**src/clock_ratio_pkg.sv**
```systemverilog
// Purpose: Shared constants for the core clock ratio and reset release block
// Assumes: One reference clock of 50 MHz drives every register
// Notes:   Offsets are byte addresses on a 32-bit classic Wishbone slave
package clock_ratio_pkg;

    ////////////////////////////////////////////////////////////////////////
    // Timing
    localparam int unsigned REF_PERIOD_NS           = 20;
    localparam int unsigned CORE_RESET_BASE_CYCLES  = 4096;
    localparam int unsigned CORE_RESET_EXTRA_CYCLES = 2;
    localparam int unsigned CORE_RESET_CYCLES       =
        CORE_RESET_BASE_CYCLES + CORE_RESET_EXTRA_CYCLES;
    localparam int unsigned CORE_RESET_CNT_W        = 13;

    ////////////////////////////////////////////////////////////////////////
    // Field widths
    localparam int unsigned MULT_W    = 6;
    localparam int unsigned DIVCODE_W = 2;
    localparam int unsigned SDR_W     = 3;
    localparam int unsigned ADR_W     = 4;

    ////////////////////////////////////////////////////////////////////////
    // Register offsets
    localparam logic [3:0] CTRL_OFFSET   = 4'h0;
    localparam logic [3:0] STATUS_OFFSET = 4'h4;
    localparam logic [3:0] RATIO_OFFSET  = 4'h8;

    ////////////////////////////////////////////////////////////////////////
    // Field positions in power_mgmt_control
    localparam int unsigned CTRL_MULT_LSB  = 0;
    localparam int unsigned CTRL_DIV_LSB   = 8;
    localparam int unsigned CTRL_HALVE_BIT = 12;
    localparam int unsigned CTRL_SDR_LSB   = 16;

    ////////////////////////////////////////////////////////////////////////
    // Reset values and encodings
    localparam logic [1:0] DIVCODE_RESET = 2'h0;
    localparam logic       HALVE_RESET   = 1'b0;
    localparam logic [2:0] SDR_RESET     = 3'h2;
    localparam logic [4:0] POST_DIV_MIN  = 5'h02;
    localparam logic [5:0] STRAP_MULT_0  = 6'h08;
    localparam logic [5:0] STRAP_MULT_1  = 6'h20;
    localparam logic [5:0] STRAP_MULT_2  = 6'h10;
    localparam logic [5:0] STRAP_MULT_3  = 6'h08;

endpackage : clock_ratio_pkg

```
**src/ratio_decode.sv**
```systemverilog
// Purpose: Decode ratio pins to a multiplier and divider code to a divisor
// Assumes: Purely combinational, used inside the clock ratio controller
// Notes:   Strap table values are plain defaults
`timescale 1ns/1ps
module ratio_decode #(
    parameter logic [5:0] MULT_0 = clock_ratio_pkg::STRAP_MULT_0,
    parameter logic [5:0] MULT_1 = clock_ratio_pkg::STRAP_MULT_1,
    parameter logic [5:0] MULT_2 = clock_ratio_pkg::STRAP_MULT_2,
    parameter logic [5:0] MULT_3 = clock_ratio_pkg::STRAP_MULT_3
) (
    input  wire logic [1:0] ratio_select_pins_i,
    input  wire logic [1:0] div_code_i,
    output logic      [5:0] strap_mult_o,
    output logic      [4:0] post_divider_o
);

    ////////////////////////////////////////////////////////////////////////
    // Pin strap to multiplier
    always_comb begin
        case (ratio_select_pins_i)
            2'h0:    strap_mult_o = MULT_0;
            2'h1:    strap_mult_o = MULT_1;
            2'h2:    strap_mult_o = MULT_2;
            default: strap_mult_o = MULT_3;
        endcase
    end

    // Divider code 0..3 gives 2, 4, 8, 16
    assign post_divider_o = clock_ratio_pkg::POST_DIV_MIN << div_code_i;

endmodule : ratio_decode

```
**src/core_reset_release.sv**
```systemverilog
// Purpose: Hold core reset a fixed count of reference cycles after reset
// Assumes: rst_i is synchronous to the reference clock
// Notes:   Counter restarts on every reassertion of rst_i
`timescale 1ns/1ps
module core_reset_release #(
    parameter int unsigned RELEASE_CYCLES = clock_ratio_pkg::CORE_RESET_CYCLES,
    parameter int unsigned CNT_W          = clock_ratio_pkg::CORE_RESET_CNT_W
) (
    input  wire logic clk_i,
    input  wire logic rst_i,
    output logic      core_reset_o
);

    typedef enum logic [2:0] {
        IN_RESET = 3'b001,
        COUNTING = 3'b010,
        RUNNING  = 3'b100
    } rel_state_e;

    rel_state_e             state;
    logic       [CNT_W-1:0] count;

    ////////////////////////////////////////////////////////////////////////
    // Release sequencer; core reset falls on the terminal count edge
    always_ff @(posedge clk_i) begin
        if (rst_i) begin
            state        <= IN_RESET;
            count        <= '0;
            core_reset_o <= 1'b1;
        end else begin
            case (state)
                IN_RESET: begin
                    state <= COUNTING;
                    count <= CNT_W'(1);
                end
                COUNTING: begin
                    count <= count + CNT_W'(1);
                    if (count == CNT_W'(RELEASE_CYCLES - 1)) begin
                        state        <= RUNNING;
                        core_reset_o <= 1'b0;
                    end
                end
                default: state <= RUNNING;
            endcase
        end
    end

    property p_release_count;
        @(posedge clk_i) disable iff (rst_i)
        $fell(core_reset_o) |-> $past(count) == CNT_W'(RELEASE_CYCLES - 1);
    endproperty
    a_release_count: assert property (p_release_count)
        else $error("core reset released at wrong count");

    property p_restart;
        @(posedge clk_i) disable iff (rst_i)
        $fell(rst_i) |-> core_reset_o && count == '0;
    endproperty
    a_restart: assert property (p_restart)
        else $error("release counter did not restart");

    property p_no_late_release;
        @(posedge clk_i) disable iff (rst_i)
        core_reset_o |-> count < CNT_W'(RELEASE_CYCLES);
    endproperty
    a_no_late_release: assert property (p_no_late_release)
        else $error("core reset held beyond release count");

endmodule : core_reset_release

```
**src/pll_clock_ratio_ctrl.sv**
```systemverilog
// Purpose: Core clock ratio control and core reset release
// Assumes: clk_i is the reference clock; classic Wishbone slave, 1 wait
// Notes:   Ratios are reported as integer numerator and divisors of the
//          reference frequency; the analog loop itself is outside
`timescale 1ns/1ps
module pll_clock_ratio_ctrl #(
    parameter int unsigned RELEASE_CYCLES = clock_ratio_pkg::CORE_RESET_CYCLES
) (
    input  wire logic        clk_i,
    input  wire logic        rst_i,
    input  wire logic [3:0]  adr_i,
    input  wire logic [31:0] dat_i,
    output logic      [31:0] dat_o,
    input  wire logic        we_i,
    input  wire logic [3:0]  sel_i,
    input  wire logic        cyc_i,
    input  wire logic        stb_i,
    output logic             ack_o,
    input  wire logic [1:0]  ratio_select_pins_i,
    output logic             core_reset_o,
    output logic      [5:0]  pll_multiplier_o,
    output logic      [4:0]  post_divider_o,
    output logic             input_halve_enable_o,
    output logic      [2:0]  sdram_clock_ratio_o,
    output logic      [6:0]  vco_mult_o,
    output logic      [5:0]  core_div_o,
    output logic      [6:0]  periph_div_o,
    output logic      [7:0]  sdram_div_o
);

    logic       [1:0]  div_code;
    logic       [1:0]  strap_pins;
    logic       [5:0]  strap_mult;
    logic       [4:0]  post_div_value;
    logic              req;
    logic              wr_ctrl;
    logic       [31:0] ctrl_word;
    logic       [31:0] next_dat;
    logic       [6:0]  next_vco;
    logic       [5:0]  next_core_div;

    ////////////////////////////////////////////////////////////////////////
    // Decoders and reset release
    ratio_decode u_decode (
        .ratio_select_pins_i (ratio_select_pins_i),
        .div_code_i          (div_code),
        .strap_mult_o        (strap_mult),
        .post_divider_o      (post_div_value)
    );

    core_reset_release #(
        .RELEASE_CYCLES (RELEASE_CYCLES),
        .CNT_W          (clock_ratio_pkg::CORE_RESET_CNT_W)
    ) u_release (
        .clk_i        (clk_i),
        .rst_i        (rst_i),
        .core_reset_o (core_reset_o)
    );

    ////////////////////////////////////////////////////////////////////////
    // Bus request qualification; one request per ack
    assign req     = cyc_i && stb_i && !ack_o;
    assign wr_ctrl = req && we_i && adr_i == clock_ratio_pkg::CTRL_OFFSET;

    // Acknowledge one cycle after the strobe, every address answers
    always_ff @(posedge clk_i) begin
        if (rst_i) begin
            ack_o <= 1'b0;
        end else begin
            ack_o <= req;
        end
    end

    ////////////////////////////////////////////////////////////////////////
    // Multiplier: strapped while reset is held, then software owned
    always_ff @(posedge clk_i) begin
        if (rst_i) begin
            pll_multiplier_o <= strap_mult;
        end else if (wr_ctrl && sel_i[0]) begin
            pll_multiplier_o <= dat_i[clock_ratio_pkg::CTRL_MULT_LSB +: 6];
        end
    end

    // Divider code: reset forces divide by two regardless of history
    always_ff @(posedge clk_i) begin
        if (rst_i) begin
            div_code <= clock_ratio_pkg::DIVCODE_RESET;
        end else if (wr_ctrl && sel_i[1]) begin
            div_code <= dat_i[clock_ratio_pkg::CTRL_DIV_LSB +: 2];
        end
    end

    // Input halver enable
    always_ff @(posedge clk_i) begin
        if (rst_i) begin
            input_halve_enable_o <= clock_ratio_pkg::HALVE_RESET;
        end else if (wr_ctrl && sel_i[1]) begin
            input_halve_enable_o <= dat_i[clock_ratio_pkg::CTRL_HALVE_BIT];
        end
    end

    // SDRAM ratio setting
    always_ff @(posedge clk_i) begin
        if (rst_i) begin
            sdram_clock_ratio_o <= clock_ratio_pkg::SDR_RESET;
        end else if (wr_ctrl && sel_i[2]) begin
            sdram_clock_ratio_o <= dat_i[clock_ratio_pkg::CTRL_SDR_LSB +: 3];
        end
    end

    // Strap level seen while reset is held, kept for software to inspect
    always_ff @(posedge clk_i) begin
        if (rst_i) begin
            strap_pins <= ratio_select_pins_i;
        end
    end

    ////////////////////////////////////////////////////////////////////////
    // Frequency relations, all relative to the reference clock:
    // f_core = f_ref * vco_mult / core_div
    always_comb begin
        next_vco = {pll_multiplier_o, 1'b0};
        if (input_halve_enable_o) begin
            next_core_div = {post_div_value, 1'b0};
        end else begin
            next_core_div = {1'b0, post_div_value};
        end
    end

    // Registered ratio outputs, one cycle behind the control fields
    always_ff @(posedge clk_i) begin
        if (rst_i) begin
            post_divider_o <= clock_ratio_pkg::POST_DIV_MIN;
            vco_mult_o     <= '0;
            core_div_o     <= '0;
            periph_div_o   <= '0;
            sdram_div_o    <= '0;
        end else begin
            post_divider_o <= post_div_value;
            vco_mult_o     <= next_vco;
            core_div_o     <= next_core_div;
            periph_div_o   <= {next_core_div, 1'b0};
            sdram_div_o    <= 8'(next_core_div * sdram_clock_ratio_o);
        end
    end

    ////////////////////////////////////////////////////////////////////////
    // Read mux; unmapped offsets read as zero
    always_comb begin
        ctrl_word = '0;
        ctrl_word[clock_ratio_pkg::CTRL_MULT_LSB +: 6] = pll_multiplier_o;
        ctrl_word[clock_ratio_pkg::CTRL_DIV_LSB +: 2]  = div_code;
        ctrl_word[clock_ratio_pkg::CTRL_HALVE_BIT]     = input_halve_enable_o;
        ctrl_word[clock_ratio_pkg::CTRL_SDR_LSB +: 3]  = sdram_clock_ratio_o;
        if (adr_i == clock_ratio_pkg::CTRL_OFFSET) begin
            next_dat = ctrl_word;
        end else if (adr_i == clock_ratio_pkg::STATUS_OFFSET) begin
            next_dat = {27'h000_0000, post_divider_o[4:3] != 2'h0,
                        post_divider_o[2:1] != 2'h0, strap_pins, core_reset_o};
        end else if (adr_i == clock_ratio_pkg::RATIO_OFFSET) begin
            next_dat = {1'b0, periph_div_o, sdram_div_o,
                        2'h0, core_div_o, 1'b0, vco_mult_o};
        end else begin
            next_dat = 32'h0000_0000;
        end
    end

    // Read data is captured with the request and stands with ack
    always_ff @(posedge clk_i) begin
        if (rst_i) begin
            dat_o <= 32'h0000_0000;
        end else if (req && !we_i) begin
            dat_o <= next_dat;
        end
    end

    ////////////////////////////////////////////////////////////////////////
    // Checks
    property p_strap_mult;
        @(posedge clk_i) disable iff (rst_i)
        $fell(rst_i) |-> pll_multiplier_o == $past(strap_mult);
    endproperty
    a_strap_mult: assert property (p_strap_mult)
        else $error("multiplier not taken from pins in reset");

    property p_div_set;
        @(posedge clk_i) disable iff (rst_i)
        post_divider_o inside {5'h02, 5'h04, 5'h08, 5'h10};
    endproperty
    a_div_set: assert property (p_div_set)
        else $error("post divider outside legal set");

    property p_div_reset;
        @(posedge clk_i) disable iff (rst_i)
        $fell(rst_i) |=> post_divider_o == clock_ratio_pkg::POST_DIV_MIN;
    endproperty
    a_div_reset: assert property (p_div_reset)
        else $error("post divider not two after reset");

    // Attempts begun on the release edge see reset values one edge later
    property p_input_halve;
        @(posedge clk_i) disable iff (rst_i)
        !$past(rst_i) |-> core_div_o == ($past(input_halve_enable_o) ?
            6'(2 * $past(post_div_value)) : 6'($past(post_div_value)));
    endproperty
    a_input_halve: assert property (p_input_halve)
        else $error("core divisor ignores input halver");

    property p_vco;
        @(posedge clk_i) disable iff (rst_i)
        !$past(rst_i) |-> vco_mult_o == 7'(2 * $past(pll_multiplier_o));
    endproperty
    a_vco: assert property (p_vco)
        else $error("oscillator ratio not twice the multiplier");

    property p_periph;
        @(posedge clk_i) disable iff (rst_i)
        !$past(rst_i) |-> periph_div_o == 7'(2 * core_div_o);
    endproperty
    a_periph: assert property (p_periph)
        else $error("peripheral period not two core periods");

    property p_sdram;
        @(posedge clk_i) disable iff (rst_i)
        ##1 sdram_div_o == 8'(core_div_o * $past(sdram_clock_ratio_o));
    endproperty
    a_sdram: assert property (p_sdram)
        else $error("sdram divisor wrong");

    property p_sw_write;
        @(posedge clk_i) disable iff (rst_i)
        (wr_ctrl && sel_i[0]) |=> pll_multiplier_o == $past(dat_i[5:0]) ##2
        vco_mult_o == 7'(2 * $past(pll_multiplier_o, 2));
    endproperty
    a_sw_write: assert property (p_sw_write)
        else $error("software write did not reach the ratios");

    property p_ack_once;
        @(posedge clk_i) disable iff (rst_i)
        ack_o |=> !ack_o;
    endproperty
    a_ack_once: assert property (p_ack_once)
        else $error("ack held longer than one cycle");

    ////////////////////////////////////////////////////////////////////////
    // Reset values, then the sdram ratio write; the reset attempts start on
    // reset edges on purpose, so they carry no disable condition and look one edge back instead
    property p_strap_track;
        @(posedge clk_i)
        $past(rst_i) |-> pll_multiplier_o == $past(strap_mult);
    endproperty
    a_strap_track: assert property (p_strap_track)
        else $error("multiplier did not follow the pins in reset");

    property p_reset_div;
        @(posedge clk_i)
        $past(rst_i) |-> post_divider_o == clock_ratio_pkg::POST_DIV_MIN
                         && !input_halve_enable_o;
    endproperty
    a_reset_div: assert property (p_reset_div)
        else $error("reset did not force divide by two");

    property p_core_reset_hold;
        @(posedge clk_i)
        $past(rst_i) |-> core_reset_o;
    endproperty
    a_core_reset_hold: assert property (p_core_reset_hold)
        else $error("core reset low while reset held");

    property p_sdr_write;
        @(posedge clk_i) disable iff (rst_i)
        (wr_ctrl && sel_i[2]) |=> sdram_clock_ratio_o ==
            $past(dat_i[clock_ratio_pkg::CTRL_SDR_LSB +: 3]);
    endproperty
    a_sdr_write: assert property (p_sdr_write)
        else $error("sdram ratio write lost");

    ////////////////////////////////////////////////////////////////////////
    // Bus handshake
    property p_ack_follows;
        @(posedge clk_i) disable iff (rst_i)
        req |=> ack_o;
    endproperty
    a_ack_follows: assert property (p_ack_follows)
        else $error("request not acknowledged in one cycle");

    property p_ctrl_read;
        @(posedge clk_i) disable iff (rst_i)
        (req && !we_i && adr_i == clock_ratio_pkg::CTRL_OFFSET) |=>
            dat_o[clock_ratio_pkg::CTRL_MULT_LSB +: 6] ==
            $past(pll_multiplier_o);
    endproperty
    a_ctrl_read: assert property (p_ctrl_read)
        else $error("control read did not return the multiplier");

endmodule : pll_clock_ratio_ctrl

```
**config.mk**
```make
export PLATFORM = sky130hd
export DESIGN_NAME = pll_clock_ratio_ctrl
export DESIGN_NICKNAME = d
export VERILOG_FILES = /design/src/clock_ratio_pkg.sv /design/src/ratio_decode.sv /design/src/core_reset_release.sv /design/src/pll_clock_ratio_ctrl.sv
export SDC_FILE = /design/constraint.sdc
export NUM_CORES = 1
export LEC_CHECK = 0
export CORE_MARGIN = 4
export CORE_UTILIZATION = 50
export DETAILED_ROUTE_END_ITERATION = 10
export DONT_BUFFER_PORTS = 1
export GPL_ROUTABILITY_DRIVEN = 0
export PLACE_DENSITY = 0.72
export SETUP_SLACK_MARGIN = 0.15
export SLEW_MARGIN = 10
export SYNTH_ARGS = -nofsm -noshare
export SYNTH_HDL_FRONTEND = slang
export SYNTH_SLANG_ARGS = --single-unit
export TNS_END_PERCENT = 10
```
**constraint.sdc**
```tcl
create_clock -name clk_i -period 4.2 [get_ports clk_i]
set_clock_uncertainty 0.15 [all_clocks]
set_input_delay 0.21 -clock clk_i [delete_from_list [all_inputs] [get_ports clk_i]]
set_output_delay 0.21 -clock clk_i [all_outputs]
set_load 0.01 [all_outputs]
```
==> results summary, run 1 <==
The run finished with clean final reports. The final max-slew violation count is 0. The worst-case headroom to the max-slew limit is 29.2%. The number of global-route vias before repair came to 2,557.

The number of buffers created by CTS came out at 9. The count of buffers from port buffering is 0. In this run the critical register-to-register path is captured at sdram_div_o[7]. The TritonCTS clock tree is done. The number of DRC violations after detailed-routing iteration 0 came out at 131. The internal power is between 1 and 1.5 mW. The share of flip-flops with an asynchronous set or reset after synthesis came out at 0%. The HPWL after detailed placement came out at around 5500 um. The data arrival time at the worst-slack endpoint came out at 3.28 ns.

For the worst flop-to-flop path, the logic depth is 12. The first-pass GRT wire length is 12,800 um. The post-synthesis average cell area is roughly 9 sq um.

In this run the core area contains 30 standard-cell rows. The total routing usage reported by global routing is a little under a fifth. The die covers 8500 sq um. The tree is rooted in a clkbuf_8. The clock-pin transition on the worst setup and hold timing paths came out at 0.08 ns.

The number of warnings reported in the yosys synthesis log is 0. The overall power consumption is around 1.5 mW. The clock network power share came out at 40.2%. The startpoint of the most critical register-to-register path is input_halve_enable_o.

The buffer depth of the longest clock path is 2. The library cell used most frequently in the layout, excluding fill and tap cells, is dfxtp_1. The depth of the worst hold-timing path is 3.

The category of the worst setup path capture point is a register. The switching part of the total power came out at 24.0%. The number of nets in the finished design is 454. The worst setup path is launched from a register. Setup total negative slack on the finished layout was measured at 0 ns.

Setup repair after global routing left no endpoint under its margin. The critical path is of the register to register type. Sequential elements use 45.8% of the synthesized area. The number of antenna violations at the first check in global routing came out at 0. The height of the die came out at between 90 and 100 um. In the routed layout, each cell is associated on average with a via count of roughly 5.5. Across the run, the number of max-cap violations was 0.

The required time at the endpoint of the critical path came out at between 4 and 5 ns. Across the VDD grid, the largest voltage drop is roughly 150 uV. The area of the mapped netlist is 3540 sq um.

Among all flip-flop cells after synthesis, the most frequent one is dfxtp_1. The final cell count without fillers is 494. The total vias in the final route is 2,727. The standby leakage power came out at 1.50 nW. The final setup slack of the worst path came out at about 1 ns.

For this design the top-level I/O count stands at about 120. After synthesis, the netlist uses between 50 and 60 different library cells. The net switching component of the power came out at 0.350 mW. The number of optimization iterations in the first detailed-route pass is 4. Power spread over the standard cell area amounts to 368 nW/um^2. The slew of the pin with the lowest slew margin is 1.06 ns. The gate count of the mapped netlist came out at 382. Setup violations remaining at the end of the flow were counted as 0. The sink count of the clock tree came out at 77. The post-detailed-route DRC marker count is 0. Derived from the worst setup path, the maximum achievable clock frequency is 313 MHz.

The routed length per instance came out at 16.4 um. The fraction of final layout cells sized beyond drive strength 1 is under 10%. The clock latency of the later-clocked register in the worst-skew pair is between 0.3 and 0.4 ns. The top cell types in the final layout, fill and taps aside, are 69 x dfxtp_1, 37 x nand2_1, 37 x nor2_1. The total placed cells including tap cells is between 400 and 500.

Across the whole layout, storage elements account for 1620 sq um. The maximum net fanout on the critical path is 11. The overflow left after global routing is 0. The area of combinational cells with multiple inputs came out at 1690 sq um. The filler cell count is 622. The core region is 6830 sq um. The horizontal die dimension came out at 92.2 um. The share of the clock period used by the worst path came out at 76.2%. For this block, the routed nets add up to 8110 um of wire. The number of antenna diodes in the final layout is 0.

The portion of total power attributed to sequential cells came out at between 50% and 60%. The worst hold path begins at adr_i[3]. Once the floorplan was initialized, standard cells occupied 51.9% of the core.

The number of flops mapped to enable cells by yosys is 8. For hold timing, the worst endpoint is dat_o[18]. The H-tree generated during clock tree synthesis spans 3 levels. The number of hold-slack violations in the final timing report came out at 0.

Subtracting the final worst setup slack from the clock period gives 3.20 ns. The min-delay analysis places its worst path in the category input pin to register. The worst setup slack after placement came out at a little over 1 ns. The synthesis-to-finish area growth came out at 12.1%.

The reg2reg setup slack is between 1 and 1.5 ns. The combinational group share of total power is 6.2%. In this run, synthesis produced a sequential element count of 77. The number of routed nets with antenna violations came out at 0. Entering global routing, the biggest net connects 76 pins.
==> cell families after synthesis <==
| kind of cell | Yosys count | share of synthesized area (%) |
|---|---|---|
| DFF | 77 | 45.8 |
| adders and majority gates | 14 | 5.79 |
| buffers and inverters | 52 | 7.84 |
| xor gates and xnor gates | 5 | 1.24 |
| AOI/OAI and AO/OA | 65 | 11.9 |
| and+or+nand+nor | 151 | 22.3 |
| other | 1 | 0.106 |
| muxes | 17 | 5.12 |
==> power by group through the flow <==
| stage | clock, mW | sequential (mW) | combinational [mW] |
|---|---|---|---|
| after floorplan | 0 | 0.794 | 0.0666 |
| after global placement | 0 | 0.800 | 0.0541 |
| after detailed placement | 0 | 0.801 | 0.0548 |
| after CTS | 0.598 | 0.783 | 0.0888 |
| after global routing | 0.627 | 0.785 | 0.0987 |
| final | 0.588 | 0.783 | 0.0901 |
==> worst max path at each step <==
stage,to,start,depth (start not counted)
after detailed placement,sdram_div_o[7],input_halve_enable_o,12
after CTS,sdram_div_o[7],input_halve_enable_o,12
after global placement,sdram_div_o[7],input_halve_enable_o,12
after global routing,sdram_div_o[7],input_halve_enable_o,12
final,sdram_div_o[7],input_halve_enable_o,12
after floorplan,sdram_div_o[7],input_halve_enable_o,13
==> critical path, cell delays in order, from the launching register on <==
cell and delay, ns:
dfxtp_1 0.63, nand2_1 0.13, o21ai_0 0.39, nand2_1 0.13, fa_1 0.44, inv_1 0.06
ha_1 0.16, inv_1 0.06, fa_1 0.39, nand2b_1 0.16, a21oi_1 0.17, xnor2_1 0.16
nor2_1 0.06
==> synthesized netlist by cell type, types with 4 or more instances <==
| master | count | area [sq um] |
|---|---|---|
| ha_1 | 10 | 125 |
| fa_1 | 4 | 80.1 |
| buf_4 | 20 | 150 |
| nor3_1 | 9 | 45.0 |
| a21oi_1 | 29 | 145 |
| nor2_1 | 37 | 139 |
| inv_1 | 15 | 56.3 |
| edfxtp_1 | 8 | 240 |
| nor2b_1 | 13 | 81.3 |
| nand3_1 | 23 | 115 |
| mux2_2 | 9 | 101 |
| o21ai_0 | 4 | 20.0 |
| mux2i_1 | 8 | 80.1 |
| o41ai_1 | 4 | 35.0 |
| clkbuf_1 | 9 | 33.8 |
| dfxtp_1 | 69 | 1380 |
| a22oi_1 | 5 | 37.5 |
| and2_1 | 4 | 25.0 |
| buf_2 | 6 | 30.0 |
| nand2_1 | 37 | 139 |
| o211ai_1 | 5 | 37.5 |
==> cell type report <==
class	instances	area share, %
Clock buffer	11	3.84
Multi-Input combinational cell	264	42.5
Clock inverter	5	1.45
Timing Repair Buffer	26	6.93
Sequential cell	77	40.8
Tap cell	96	3.02
Inverter	15	1.42
==> per-layer routing <==
metal / wire length (um) / vias to the layer above / track usage [%] / part of all wire [%]
li1: - / 1328 / - / -
met1: 3550 / 1292 / 23.8 / 44
met2: 3850 / 96 / 31.3 / 47
met3: 607 / 11 / 5.66 / 7.5
met4: 100 / 0 / 7.43 / 1.2
met5: 0 / - / 0 / 0
==> flip-flops by register name, indices dropped and copies added (netlist names) <==
signal / cells
input_halve_enable_o: 1
sdram_clock_ratio_o: 3
ack_o: 1
u_release.core_reset_o: 1
post_divider_o: 4
u_release.state: 3
vco_mult_o: 6
pll_multiplier_o: 6
div_code: 2
u_release.count: 13
strap_pins: 2
sdram_div_o: 7
dat_o: 23
periph_div_o: 5
==> repair_timing <==
action                                 in CTS  in global routing
hold buffers                               25                  0
endpoints found under the hold margin      79                  0
resized for setup                           0                  0
buffers inserted                            0                  0
==> through the flow <==
stage	hold slack [ns]	util, %	area [sq um]
after floorplan	0.150	-	3580
after global placement	0.0923	51.2	3500
after detailed placement	0.0926	51.2	3500
after CTS	0.000519	58.2	3970
after global routing	0.0274	58.2	3970
final	0.00955	58.2	3970
No activity file was read; power rests on OpenSTA's default activity.
==> inputs of run 2 (changes only) <==
--- a/config.mk
+++ b/config.mk
@@ -10,7 +10,7 @@
 export DETAILED_ROUTE_END_ITERATION = 10
 export DONT_BUFFER_PORTS = 1
 export GPL_ROUTABILITY_DRIVEN = 0
-export PLACE_DENSITY = 0.72
+export PLACE_DENSITY = 0.75
 export SETUP_SLACK_MARGIN = 0.15
 export SLEW_MARGIN = 10
 export SYNTH_ARGS = -nofsm -noshare
==> constraint.sdc (replaced) <==
create_clock -name clk_i -period 2.83 [get_ports clk_i]
set_clock_uncertainty 0.15 [all_clocks]
set_input_delay 0.1415 -clock clk_i [delete_from_list [all_inputs] [get_ports clk_i]]
set_output_delay 0.1415 -clock clk_i [all_outputs]
set_load 0.01 [all_outputs]
==> run 2 against run 1 <==
  * Cell area grew 11%
  * Count of clock-buffer cells in the layout unchanged
  * Via count is 11% higher
  * Global-route usage grew 2.7 points
  * Critical path depth shrank 1
  * Total power grew 53%
  * Die area stayed put
  * Core utilization is 6.6 points higher
  * Combinational power rose by 51%
  * Critical endpoint is now sdram_div_o[6]
  * Largest cell class unchanged
  * Largest power group unchanged
==> results summary, run 2 (synthesized netlist as in run 1, its figures left out) <==
The flow ran to the end, and the final reports show no timing, DRC or antenna violations. Leaving out fill and tap cells, the most frequent cells in the layout are 66 x dfxtp_1, 50 x dlygate4sd3_1, 36 x nand2_1, 36 x nor2_1, 27 x a21oi_1. The maximum net fanout on the critical path is 5 (-6). The number of violations of the max-capacitance limit came out at 0 (unchanged). In this run the top signal layer used is met4.

The flip-flop count of the largest register after layout came out at 23 (unchanged). More flip-flops sit in one register than any other, and that register is dat_o. The number of routed nets with antenna violations was 0 (unchanged). The number of antenna violations at the first check in global routing is 0 (unchanged). The height of the die was 92.2 um (unchanged). The required time at the endpoint of the critical path is 2.92 ns (-1.36 ns). The data arrival time at the worst-slack endpoint came out at 2.75 ns (-0.53 ns). The cell sitting at the root of the clock tree is a clkbuf_8.

The final max-slew violation count came out at 0 (unchanged). The worst hold path terminates at pll_multiplier_o[5]. The net switching component of the power came out at 0.532 mW (+52%). The clock network power share is 42.2% (+2.0 points). The switching part of the total power is 23.7% (-0.22 points). The number of hold-slack violations in the final timing report was 0 (unchanged).

The internal power is 1.71 mW (+54%). The final setup TNS came out at 0 ns (unchanged). Setup repair after global routing could not meet its margin everywhere. The worst hold path begins at rst_i.

The clock latency of the later-clocked register in the worst-skew pair is 0.34 ns (-0.02 ns). The startpoint-to-endpoint class of the critical path is register to register. The number of DRC violations after detailed-routing iteration 0 came out at 168 (+28%).

The post-detailed-route DRC marker count is 0 (unchanged). The combinational group share of total power came out at 6.1% (about the same). The core outline area is 6830 sq um (unchanged). The count of pins on the block boundary came out at 124 (unchanged).

The number of buffers created by CTS is 9 (unchanged). The worst-case headroom to the max-slew limit is 57.5% (+28 points). The count of buffers from port buffering came out at 0 (unchanged).

The overall power consumption came out at 2.24 mW (+53%). The areal power density over the cells was 507 nW/um^2 (+38%). The clock-pin transition on the worst setup and hold timing paths is 0.09 ns (about the same). The wire length reported by the detailed router came to 9310 um (+15%). The pin count of the biggest net entering global routing is 45 (-41%).

The total routing usage reported by global routing is 21.8% (+2.7 points). The reg2reg setup slack is 0.17 ns (-0.83 ns). The number of inserted diodes came to 0 (unchanged).

The wire length on met1 was 3680 um (+3.7%). The HPWL after detailed placement is 5810 um (+5.0%). The standard cell with the maximum stage delay on the critical path is fa_2.

The deepest level of the CTS H-tree came out at 3 (unchanged). The first-pass GRT wire length is 14,700 um (+15%). Compared with the post-synthesis result, the final layout area differs by 24.8%. The startpoint of the most critical register-to-register path is div_code[0]. The standby leakage power came out at 1.78 nW (+18%). The initial cell density of the core came out at 51.9% (unchanged). The total vias in the final route came out at 3,026 (+11%). The peak per-stage delay on the critical path was 0.57 ns (-0.06 ns). The depth of the worst hold-timing path came out at 1 (-2). The number of nets in the finished design came out at 492 (+8.4%).

The maximum vdd ir drop came out at 312 uV (+110%). The buffer depth of the longest clock path is 2 (unchanged). The maximum clock frequency is 376 MHz (+20%). In the final layout, the registers with the most flip-flops are dat_o x23, u_release.count x13, sdram_div_o x7. The number of standard-cell rows in the floorplan is 30 (unchanged).

Leaving out fill and tap cells, the most frequent cell in the layout is dfxtp_1. The length of routed met3 wiring came out at 764 um (+26%). The final critical path time including I/O delays and setup came out at 2.66 ns (-0.540 ns). The number of cells traversed by the worst register-to-register path came to 11 (-1).

The horizontal die dimension came out at 92.2 um (unchanged). The total buffers and inverters traversed by the critical path came out at 2 (unchanged). The met2 wirelength from detailed routing came out at 4620 um (+20%).

The number of setup violations in the final report is 0 (unchanged). The fraction of final layout cells sized beyond drive strength 1 came out at 14.9% (+5.6 points). The overflow left after global routing came out at 0 (unchanged). The share of the clock period used by the worst path is 94.0% (+18 points).

The portion of total power attributed to sequential cells is 51.7% (-1.9 points). The worst setup path is launched from a register. The routed length per instance is 17.5 um (+6.6%). The slew of the pin with the lowest slew margin is 0.635 ns (-0.422 ns).

The detailed-route vias per instance is 5.69 (+3.0%). The kind of cell adding the most delay to the critical path is adder cells. The critical register-to-register path endpoint is sdram_div_o[6]. Walking the worst path, the cells encountered are xnor2_2, buf_4, nor2b_4, nand2_1, fa_2, inv_1, ha_1, a21o_1, a21oi_2, xor2_1, nor2_1. The total die area was 8500 sq um (unchanged). The min-delay analysis places its worst path in the category input pin to register. The number of global-route vias before repair is 2,963 (+16%). The sink count of the clock tree came out at 77 (unchanged).

The number of optimization iterations in the first detailed-route pass is 4 (unchanged). TritonCTS built the clock tree. STA classifies the critical path endpoint as a register.
-- run 2: cell count changes in the layout (fill, tap and decap cells not counted), moves of 2 or more --
cell,delta
a21oi_1,-2
a21oi_2,+2
buf_4,+11
clkinv_2,-2
dfxtp_1,-3
dfxtp_4,+3
dlygate4sd3_1,+26
fa_1,-2
fa_2,+2
-- run 2: routing by layer --
metal | GRT usage, % | vias to the layer above
met5 | 0 | -
met2 | 35.9 | 154
met4 | 9.65 | 0
li1 | - | 1397
met1 | 26.6 | 1447
met3 | 6.07 | 28
-- run 2: how the worst max path moves through the flow --
stage	from	slack, ns	endpoint	cells after the start
after floorplan	input_halve_enable_o	0.16	sdram_div_o[7]	13
after global placement	input_halve_enable_o	0.11	sdram_div_o[7]	12
after detailed placement	div_code[1]	0.07	sdram_div_o[6]	10
after CTS	div_code[1]	0.15	sdram_div_o[7]	12
after global routing	div_code[0]	0.11	sdram_div_o[6]	11
final	div_code[0]	0.17	sdram_div_o[6]	11
-- run 2: area by class of cell --
type	instances	area, sq um
Fill cell	548	2410
Tap cell	96	120
Clock inverter	5	63.8
Multi-Input combinational cell	264	1750
Inverter	15	56.3
Timing Repair Buffer	64	622
Sequential cell	77	1630
Clock buffer	11	174
-- run 2: power by group through the flow --
| stage | combinational [mW] | sequential [mW] | clock [mW] |
|---|---|---|---|
| floorplan | 0.0990 | 1.18 | 0 |
| global placement | 0.0819 | 1.19 | 0 |
| detailed placement | 0.0838 | 1.19 | 0 |
| CTS | 0.132 | 1.16 | 0.950 |
| global route | 0.149 | 1.16 | 1.01 |
| finish | 0.136 | 1.16 | 0.947 |
-- run 2: through the flow --
stage	util (%)	cell area, sq um	worst slack [ns]	hold slack, ns	std cells
2_1_floorplan	-	3610	0.159	0.0819	393
3_3_place_gp	52.4	3580	0.115	0.0241	463
3_5_place_dp	52.4	3580	0.0668	0.0252	463
4_1_cts	63.7	4350	0.150	0.00983	530
5_1_grt	64.7	4420	0.106	0.0125	532
6_report	64.7	4420	0.171	0.0156	532
-- run 2: repair_timing --
item,CTS,global route
hold buffers,51,0
endpoints found under the hold margin,79,0
setup endpoints to repair,2,3
buffers inserted,0,2
gates resized for setup,5,15
pin swaps,0,4
